<file path="src/rtl/cvs_pkg.sv">
// Purpose: Shared constants and carriers for the video serializer
// Assumes: One system clock; video and carrier PLL clocks arrive as levels
// Notes: Register offsets are byte addresses on the plain register port

package cvs_pkg;

    // Register byte offsets
    localparam logic [7:0] ADDR_CONFIG = 8'h00;
    localparam logic [7:0] ADDR_SCALE = 8'h04;
    localparam logic [7:0] ADDR_STATUS = 8'h08;

    // Output type codes
    localparam logic [1:0] OUT_DISABLED = 2'h0;
    localparam logic [1:0] OUT_VGA = 2'h1;
    localparam logic [1:0] OUT_COMP_BCAST_HI = 2'h2;
    localparam logic [1:0] OUT_COMP_BCAST_LO = 2'h3;

    // Pin groups above this code are reserved
    localparam logic [2:0] GROUP_LAST = 3'h3;

    // Counter figures
    localparam logic [8:0] PIX_ZERO_RELOAD = 9'h100;
    localparam logic [12:0] FRAME_ZERO_RELOAD = 13'h1000;
    localparam logic [8:0] PIX_LAST_COUNT = 9'h001;
    localparam logic [12:0] FRAME_LAST_COUNT = 13'h0001;
    localparam logic [4:0] IDX_LAST_TWO_COLOUR = 5'h1f;
    localparam logic [4:0] IDX_LAST_FOUR_COLOUR = 5'h0f;
    localparam logic [4:0] IDX_FIRST = 5'h00;

    // Composite colour byte layout
    localparam int LUMA_LSB = 0;
    localparam int MOD_BIT = 3;
    localparam int PHASE_LSB = 4;
    localparam logic [3:0] LUMA_STEP = 4'h1;
    localparam logic [3:0] LUMA_FLOOR = 4'h0;

    // Reset values
    localparam logic [31:0] CONFIG_RST = 32'h0000_0000;
    localparam logic [31:0] SCALE_RST = 32'h0000_0000;
    localparam logic [31:0] PIN_DRIVE_N_RST = 32'hffff_ffff;

    // Configuration register layout
    typedef struct packed {
        logic rsv_top;             // Bit 31, reads zero
        logic [1:0] output_type;   // Bits 30:29
        logic colour_depth;        // Bit 28
        logic broadcast_chroma_en; // Bit 27
        logic baseband_chroma_en;  // Bit 26
        logic [2:0] aural_source_sel; // Bits 25:23
        logic [10:0] rsv_mid;      // Bits 22:12, read zero
        logic [2:0] pin_group_sel; // Bits 11:9
        logic rsv_low;             // Bit 8, reads zero
        logic [7:0] pin_output_mask; // Bits 7:0
    } cvs_config_t;

    // Scale register layout
    typedef struct packed {
        logic [11:0] rsv_top;      // Bits 31:20, read zero
        logic [7:0] pixel_period;  // Bits 19:12
        logic [11:0] frame_period; // Bits 11:0
    } cvs_scale_t;

    // Writable bits of each register
    localparam logic [31:0] CONFIG_WMASK = 32'h7f80_0eff;
    localparam logic [31:0] SCALE_WMASK = 32'h000f_ffff;

endpackage : cvs_pkg

</file>
<file path="src/rtl/cvs_video_serializer.sv">
// Purpose: Per-core video serializer: frame handoff, pixel shifting, pin steering
// Assumes: PLL clocks are slow beside clk and sampled as levels through synchronisers
// Notes: Notes on behaviour follow
//
// The implementer's own choices: the address-and-strobe port and the placing of the registers.

`timescale 1ns/100ps
`default_nettype none

module cvs_video_serializer (
    input wire logic clk,
    input wire logic arst_n,
    input wire logic [7:0] reg_addr,
    input wire logic [31:0] reg_wdata,
    input wire logic reg_wr,
    input wire logic reg_rd,
    output logic [31:0] reg_rdata,
    input wire logic video_pll_clock,
    input wire logic carrier_pll_clock,
    input wire logic [7:0] aural_pll_clocks,
    input wire logic handoff_req,
    input wire logic [31:0] colour_bus,
    input wire logic [31:0] pixel_bus,
    output logic handoff_ack,
    output logic [31:0] pin_out,
    output logic [31:0] pin_oe_n
);
    import cvs_pkg::*;

    // Software registers
    cvs_config_t cfg_reg; // Video configuration
    cvs_scale_t scl_reg; // Video scale
    logic [31:0] rdata_reg; // Read data, valid the cycle after a read

    // Synchronisers for the PLL pins
    logic vpll_s1_reg, vpll_s2_reg, vpll_s3_reg;
    logic cpll_s1_reg, cpll_s2_reg;
    logic [7:0] aur_s1_reg, aur_s2_reg;

    // Frame state
    logic [31:0] colours_reg; // Latched colour long
    logic [31:0] pixels_reg; // Latched pixel long
    logic [8:0] pix_cnt_reg, pix_cnt_next; // Clocks left in this pixel
    logic [12:0] frame_cnt_reg, frame_cnt_next; // Clocks left in this frame
    logic [4:0] pix_idx_reg, pix_idx_next; // Pixel being shown
    logic [3:0] phase_reg; // Chroma phase accumulator
    logic ack_reg; // Handoff completion pulse
    logic [31:0] pin_out_reg; // Pin levels
    logic [31:0] pin_oe_n_reg; // Pin drive enables, low drives

    // Rising edge of the synchronised video PLL marks one video clock
    // Limitation: the PLL must stay at each level for one clk or more,
    // otherwise a pulse slips between samples and a video clock is lost
    wire logic video_tick = vpll_s2_reg & ~vpll_s3_reg;

    // Register decode
    // Writes to the status address fall through and change nothing
    wire logic sel_config = (reg_addr == ADDR_CONFIG);
    wire logic sel_scale = (reg_addr == ADDR_SCALE);
    wire logic sel_status = (reg_addr == ADDR_STATUS);

    // Zero periods stand for the full count
    // One extra counter bit holds 256 and 4096, so the zero case needs no
    // special path in the down-counters
    wire logic [8:0] pix_reload = (scl_reg.pixel_period == '0) ? PIX_ZERO_RELOAD
                                  : {1'b0, scl_reg.pixel_period};
    wire logic [12:0] frame_reload = (scl_reg.frame_period == '0) ? FRAME_ZERO_RELOAD
                                     : {1'b0, scl_reg.frame_period};

    // Boundary and pixel step on a video clock
    // Counts run down to one, so a period of N spans exactly N video clocks
    // and the boundary edge reloads instead of decrementing
    wire logic frame_end = video_tick & (frame_cnt_reg == FRAME_LAST_COUNT);
    wire logic pixel_end = video_tick & (pix_cnt_reg == PIX_LAST_COUNT);

    // Last index depends on colour depth; beyond it the top pixel repeats
    wire logic [4:0] idx_last = cfg_reg.colour_depth ? IDX_LAST_FOUR_COLOUR
                                : IDX_LAST_TWO_COLOUR;
    wire logic idx_at_last = (pix_idx_reg >= idx_last);

    // Pixel value: 2 bits in four-colour, 1 bit in two-colour
    // Two-colour mode reaches only bytes 0 and 1 of the colour long
    wire logic [1:0] pix_val = cfg_reg.colour_depth ? pixels_reg[{pix_idx_reg[3:0], 1'b0} +: 2]
                               : {1'b0, pixels_reg[pix_idx_reg]};
    wire logic [7:0] colour_byte = colours_reg[{pix_val, 3'b000} +: 8];

    // Composite byte fields
    // Accumulator plus the byte's phase places the swing within the burst
    // period; the top bit of the sum chooses up or down
    wire logic [2:0] luma = colour_byte[LUMA_LSB +: 3];
    wire logic mod_on = colour_byte[MOD_BIT];
    wire logic [3:0] phase = colour_byte[PHASE_LSB +: 4];
    wire logic [3:0] phase_sum = phase_reg + phase;
    wire logic swing_up = phase_sum[3]; // Half of each burst period is the upper swing
    wire logic [3:0] luma_up = {1'b0, luma} + LUMA_STEP;
    // Clamp at black so the low swing never wraps to white
    wire logic [3:0] luma_dn = (luma == '0) ? LUMA_FLOOR : ({1'b0, luma} - LUMA_STEP);
    wire logic [3:0] luma_mod = swing_up ? luma_up : luma_dn;

    // Each composite signal carries chroma only if its enable is set
    wire logic [3:0] base_val = (mod_on & cfg_reg.baseband_chroma_en) ? luma_mod
                                : {1'b0, luma};
    wire logic [3:0] bcast_lvl = (mod_on & cfg_reg.broadcast_chroma_en) ? luma_mod
                                 : {1'b0, luma};

    // Broadcast: carrier keyed by the level, audio sub-carrier mixed in
    // Trade-off: audio is mixed by exclusive-or, a crude stand-in for
    // frequency modulation that keeps the mixer to one gate
    wire logic aural = aur_s2_reg[cfg_reg.aural_source_sel];
    wire logic carrier = cpll_s2_reg ^ aural;
    wire logic [3:0] bcast_val = carrier ? bcast_lvl : '0;

    // Byte for the selected output type
    logic [7:0] video_byte;
    always_comb begin
        // Output type decode
        case (cfg_reg.output_type)
            OUT_DISABLED: video_byte = '0;
            OUT_VGA: video_byte = colour_byte;
            OUT_COMP_BCAST_HI: video_byte = {bcast_val, base_val};
            OUT_COMP_BCAST_LO: video_byte = {base_val, bcast_val};
            default: video_byte = '0;
        endcase
    end

    // Steering to a group of eight pins through the mask
    // Reserved group codes drive nothing rather than alias onto a real
    // group, so future codes cannot disturb pins in use
    wire logic group_ok = (cfg_reg.pin_group_sel <= GROUP_LAST);
    wire logic video_on = (cfg_reg.output_type != OUT_DISABLED) & group_ok;
    wire logic [4:0] group_shift = {cfg_reg.pin_group_sel[1:0], 3'b000};
    wire logic [31:0] pins_val = {24'h00_0000, video_byte} << group_shift;
    wire logic [31:0] pins_drv = video_on ? ({24'h00_0000, cfg_reg.pin_output_mask} << group_shift)
                                 : '0;

    // Status word: index, live counts and whether the video PLL is seen
    // Layout: [28] PLL level, [27] waiting core, [26:22] index, [21:13] pixel, [12:0] frame
    wire logic [31:0] status_word = {3'b000, vpll_s2_reg, handoff_req, pix_idx_reg,
                                     pix_cnt_reg, frame_cnt_reg};

    // Read mux; unmapped addresses read zero
    wire logic [31:0] read_mux = sel_config ? cfg_reg
                                 : sel_scale ? scl_reg
                                 : sel_status ? status_word : '0;

    // Next counter state
    // A boundary outranks a pixel step that lands on the same video clock
    always_comb begin
        pix_cnt_next = pix_cnt_reg;
        frame_cnt_next = frame_cnt_reg;
        pix_idx_next = pix_idx_reg;
        if (frame_end) begin
            // New frame: both counts reload, shifting restarts at pixel zero
            pix_cnt_next = pix_reload;
            frame_cnt_next = frame_reload;
            pix_idx_next = IDX_FIRST;
        end else if (video_tick) begin
            frame_cnt_next = frame_cnt_reg - FRAME_LAST_COUNT;
            if (pixel_end) begin
                pix_cnt_next = pix_reload;
                // Hold at the top pixel once the long is spent
                if (!idx_at_last) begin
                    pix_idx_next = pix_idx_reg + 5'h01;
                end
            end else begin
                pix_cnt_next = pix_cnt_reg - PIX_LAST_COUNT;
            end
        end
    end

    // Register writes; reserved bits stay zero
    // New scale values only take hold at the next reload
    always_ff @(posedge clk or negedge arst_n) begin
        if (!arst_n) begin
            cfg_reg <= CONFIG_RST;
            scl_reg <= SCALE_RST;
        end else if (reg_wr) begin
            if (sel_config) begin
                cfg_reg <= reg_wdata & CONFIG_WMASK;
            end
            if (sel_scale) begin
                scl_reg <= reg_wdata & SCALE_WMASK;
            end
        end
    end

    // Read data for exactly one cycle after the strobe
    always_ff @(posedge clk or negedge arst_n) begin
        if (!arst_n) begin
            rdata_reg <= '0;
        end else begin
            rdata_reg <= reg_rd ? read_mux : '0;
        end
    end

    // Two-flop synchronisers; the third video flop only feeds the edge detect
    // Reset to the idle low level so release makes no false video clock
    always_ff @(posedge clk or negedge arst_n) begin
        if (!arst_n) begin
            vpll_s1_reg <= 1'b0;
            vpll_s2_reg <= 1'b0;
            vpll_s3_reg <= 1'b0;
            cpll_s1_reg <= 1'b0;
            cpll_s2_reg <= 1'b0;
            aur_s1_reg <= '0;
            aur_s2_reg <= '0;
        end else begin
            vpll_s1_reg <= video_pll_clock;
            vpll_s2_reg <= vpll_s1_reg;
            vpll_s3_reg <= vpll_s2_reg;
            cpll_s1_reg <= carrier_pll_clock;
            cpll_s2_reg <= cpll_s1_reg;
            aur_s1_reg <= aural_pll_clocks;
            aur_s2_reg <= aur_s1_reg;
        end
    end

    // Counters; first video clock after reset is a boundary
    // That first boundary latches a frame at once, waiting core or not
    always_ff @(posedge clk or negedge arst_n) begin
        if (!arst_n) begin
            pix_cnt_reg <= PIX_LAST_COUNT;
            frame_cnt_reg <= FRAME_LAST_COUNT;
            pix_idx_reg <= IDX_FIRST;
        end else begin
            pix_cnt_reg <= pix_cnt_next;
            frame_cnt_reg <= frame_cnt_next;
            pix_idx_reg <= pix_idx_next;
        end
    end

    // Frame latch: buses are taken whether or not the core is waiting
    // Hazard: a late core shows whatever sits on its operand buses for a
    // whole frame, with no acknowledge to tell it so
    always_ff @(posedge clk or negedge arst_n) begin
        if (!arst_n) begin
            colours_reg <= '0;
            pixels_reg <= '0;
            ack_reg <= 1'b0;
        end else begin
            ack_reg <= frame_end & handoff_req;
            if (frame_end) begin
                colours_reg <= colour_bus;
                pixels_reg <= pixel_bus;
            end
        end
    end

    // Chroma phase steps once per video clock
    always_ff @(posedge clk or negedge arst_n) begin
        if (!arst_n) begin
            phase_reg <= '0;
        end else if (video_tick) begin
            phase_reg <= phase_reg + 4'h1;
        end
    end

    // Registered pins
    // Undriven pins are forced low so a later enable shows no stale level
    always_ff @(posedge clk or negedge arst_n) begin
        if (!arst_n) begin
            pin_out_reg <= '0;
            pin_oe_n_reg <= PIN_DRIVE_N_RST;
        end else begin
            pin_out_reg <= pins_val & pins_drv;
            pin_oe_n_reg <= ~pins_drv;
        end
    end

    assign reg_rdata = rdata_reg;
    assign handoff_ack = ack_reg;
    assign pin_out = pin_out_reg;
    assign pin_oe_n = pin_oe_n_reg;
endmodule : cvs_video_serializer

`default_nettype wire

</file>
<file path="config.mk">
export PLATFORM = sky130hd
export DESIGN_NAME = cvs_video_serializer
export DESIGN_NICKNAME = d
export VERILOG_FILES = /design/src/rtl/cvs_pkg.sv /design/src/rtl/cvs_video_serializer.sv
export SDC_FILE = /design/constraint.sdc
export NUM_CORES = 1
export LEC_CHECK = 0
export ABC_AREA = 1
export BUFFER_PORTS_ARGS = -buffer_cell sky130_fd_sc_hd__buf_2
export CORE_MARGIN = 5
export CORE_UTILIZATION = 35
export CTS_BUF_LIST = sky130_fd_sc_hd__clkbuf_8
export DETAILED_ROUTE_END_ITERATION = 8
export GPL_ROUTABILITY_DRIVEN = 0
export PLACE_DENSITY_LB_ADDON = 0.08
export SKIP_LAST_GASP = 1
export SYNTH_ARGS = -nofsm -noshare
export SYNTH_HDL_FRONTEND = slang
export SYNTH_SLANG_ARGS = --single-unit
</file>
<file path="constraint.sdc">
create_clock -name clk -period 7.54 [get_ports clk]
set_clock_uncertainty 0.1 [all_clocks]
set_input_delay 0.377 -clock clk [delete_from_list [all_inputs] [get_ports clk]]
set_output_delay 0.377 -clock clk [all_outputs]
set_load 0.02 [all_outputs]
</file>
==> results.md <==
- Hold buffers post-CTS: a little over 100
- Fin nets: 1801
- Mapped Cells: 1347
- Critical-path top delay cell: dfrtp_1
- Main combinational cell family by area after synthesis: simple AND/OR/NAND/NOR gates
- Reg clk slew, reported paths: 0.06 ns
- Switch Pwr: 1100 uW
- CTS tree: done
- Total Routed Length: 32700 microns
- Number of synthesized flops with an enable pin: 0
- Final setup viols: 0
- Dominant cell type by count on the critical path: nand2_1
- Die span in x: 190 microns
- Port Buffer Count: 210
- Run status: finished, final reports clean
- Clock Latency Late Sink: 0.57 ns
- Yosys reg bits: 251
- Final global-route overflow total: 0
- Core area: 31700 sq um
- Buffers plus inverters on the worst setup path: 3
- Critical path capture point type: flop
- Post-DP HPWL: 22500 microns
- Clock Tree Buf Depth: 3
- Remaining antenna violation count: 0
- Via density: roughly 4.7
- GRT Total Usage: 18.1%
- Root buffer cell: clkbuf_8
- Tightest Hold Check Type: in2reg
- Max_slew headroom: 37.0%
- DRC: 0
- Synth Area in XOR/XNOR: 1.09%
- Number of global-route vias before repair: 9980
- # Max-Cap Violations: 0
- WL/cell: 15.6 microns
- Largest net degree at the start of global routing: 114
- Compound-cell area share of the yosys netlist: 7.87%
- Final TNS setup: 0 ns
- Row cnt: 65
- WP data required: between 7 and 8 ns
- Min Tclk post-route: between 4 and 5 ns
- Number of diodes: 0
- Sw Ratio: 32.3%
- Via count: 9848
- Worst setup path class: reg2reg
- Initial antenna violation count: 0
- Combinational share of power: 20.3%
- Adder-Cell Fraction of Synth Area: 1.44%
- Cell Area, Placed: around 13000 sq um
- Most frequent cells in the layout: nand2_1, dfrtp_1, buf_2
- Post-synthesis simple-gate area fraction: between 20 and 30%
- Drt first pass iters: 5
- Proportion of synthesized area in mux cells: 0.898%
- Die height: 190 microns
- Slew at the pin closest to its max-slew limit: 0.945 ns
- Final instance area: 14600 sq um
- Post-cts sizing count: 0
- CP delay by family, top: simple AND/OR/NAND/NOR gates
- Pint: about 2300 uW
- Post-synth cell types: 41
- Synth warn: 0
- Commonest register cell after synthesis: dfrtp_1
- Worst path max stage delay: 0.84 ns
- Critical path fanouts, max: 28
- H-tree depth: 2
- Layout cells sized above 1: 20.2%
- Commonest non-fill, non-tap cell in the layout: nand2_1
- Post-synth ARST share: 100%
- Die area: 35900 sq um
- Number of DRC markers in iteration 0: 590
- Avg Inst Size Synth: roughly 8.4 sq um
- Setup Buffers After CTS: 0
- Syn Std Cell Area: 11300 sq um
- Crit path DAT: 4.94 ns
- Max VDD drop: 0.110 mV
- # IOs: approximately 220
- Area Growth Syn to Fin: 29.1%
- Cts bufs inserted: 44
- Initial Util: 35.6%
- Part of the power in registers: 45.1%
- Syn Nets: ~1500
- First-pass GRT wire length: 52900 microns
- Pwr/cell area: 233 nW/um^2
- RSZ-0062 raised after global routing: no
- Smallest hold slack: 0.0330 ns
- Final Hold Violating Endpoints: 0
- Fmax: 0.219 GHz
- Post-synthesis sequential area ratio: 56.0%
- Clock network power share: 34.6%
- Startpoint types: flop
- Clk sinks: 251
- Leakage: 0.00744 uW
- Max-slew violation count: 0
- Final Cycle Share: between 60% and 70%
- Fill cell count: 3255
==> synth_stat cells (2+ instances only) <==
cell type,number,share of area (%)
a31oi_1,3,0.17
inv_2,6,0.20
nor3_1,16,0.71
mux2_2,9,0.90
nand2_1,457,15
inv_1,137,4.6
nand2_2,4,0.22
buf_4,4,0.27
a21oi_1,70,3.1
xnor2_1,5,0.39
o22ai_1,4,0.22
nor4_1,7,0.39
nor2_1,88,2.9
dfstp_2,34,7.9
a221oi_1,4,0.31
o211ai_1,3,0.20
buf_2,3,0.13
clkbuf_1,35,1.2
dfrtp_1,217,48
nand2_4,3,0.30
nand3_1,111,4.9
xor2_1,9,0.70
o221ai_1,3,0.23
nand3_2,6,0.53
nor2_4,2,0.20
ha_1,13,1.4
nand4_1,5,0.28
clkinv_1,2,0.067
o32ai_1,2,0.16
o31ai_1,2,0.13
buf_6,2,0.20
o21ai_0,72,3.2
==> per-stage QoR <==
| step | power (uW) | worst slack [ns] | utilization (%) | instances |
|---|---|---|---|---|
| after global routing | 3620 | 2.35 | 45.9 | 2103 |
| after floorplan | 1990 | 4.54 | - | 1347 |
| final | 3400 | 2.97 | 45.9 | 2103 |
| after detailed placement | 2210 | 2.95 | 40.1 | 1922 |
| after CTS | 3460 | 2.92 | 45.9 | 2103 |
| after global placement | 2200 | 2.96 | 40.1 | 1922 |
==> worst register-to-register path, delay by kind of cell (launching register included) <==
kind / cells / cell delay [ns]
DFF: 1 / 0.84
buffers and inverters: 3 / 0.54
and+or+nand+nor: 19 / 2.27
AOI/OAI and AO/OA: 2 / 0.46
adders and majority gates: 1 / 0.29
==> power groups by stage <==
stage / logic [uW] / clock network [uW] / registers [uW]
floorplan: 469 / 0 / 1520
global placement: 644 / 0 / 1550
detailed placement: 651 / 0 / 1550
CTS: 697 / 1230 / 1530
global route: 800 / 1280 / 1550
finish: 689 / 1180 / 1530
==> logic make-up (layout without fill, tap and decap cells) <==
family          Yosys count  in the layout
mux                       9              9
xor+xnor                 14             14
flops                   251            251
buf+inv                 190            544
other cells               1              1
fa+ha+maj                13             13
simple gates            704            704
compound gates          165            165
==> layout make-up <==
class / instances / area, sq um / area share (%)
Inverter: 145 / 544 / 3.74
Multi-Input combinational cell: 906 / 4220 / 29.0
Clock inverter: 28 / 136 / 0.936
Tap cell: 402 / 503 / 3.45
Timing Repair Buffer: 321 / 2150 / 14.8
Clock buffer: 50 / 688 / 4.72
Sequential cell: 251 / 6320 / 43.4
==> worst paths after layout <==
path | startpoint | end | slack (ns) | cells after the start
min in group asynchronous | arst_n | reg_rdata[13] | 0.33 | 2
max | pix_idx_reg[0] | pin_out[9] | 2.97 | 25
max in group asynchronous | arst_n | reg_rdata[5] | 5.44 | 3
min reg2reg | aur_s1_reg[7] | aur_s2_reg[7] | 0.25 | 0
max reg2reg | pix_idx_reg[0] | pin_out[9] | 2.97 | 25
min | reg_wdata[28] | cfg_reg[28] | 0.03 | 3
==> metal layers <==
layer	global-route usage [%]	vias to the layer above	share of wire [%]
met4	5.56	0	2.5
met3	3.16	57	5.4
li1	-	4933	-
met2	28.9	256	46
met1	25.3	4602	46
met5	0	-	0
(Power assumes the default switching activity.)
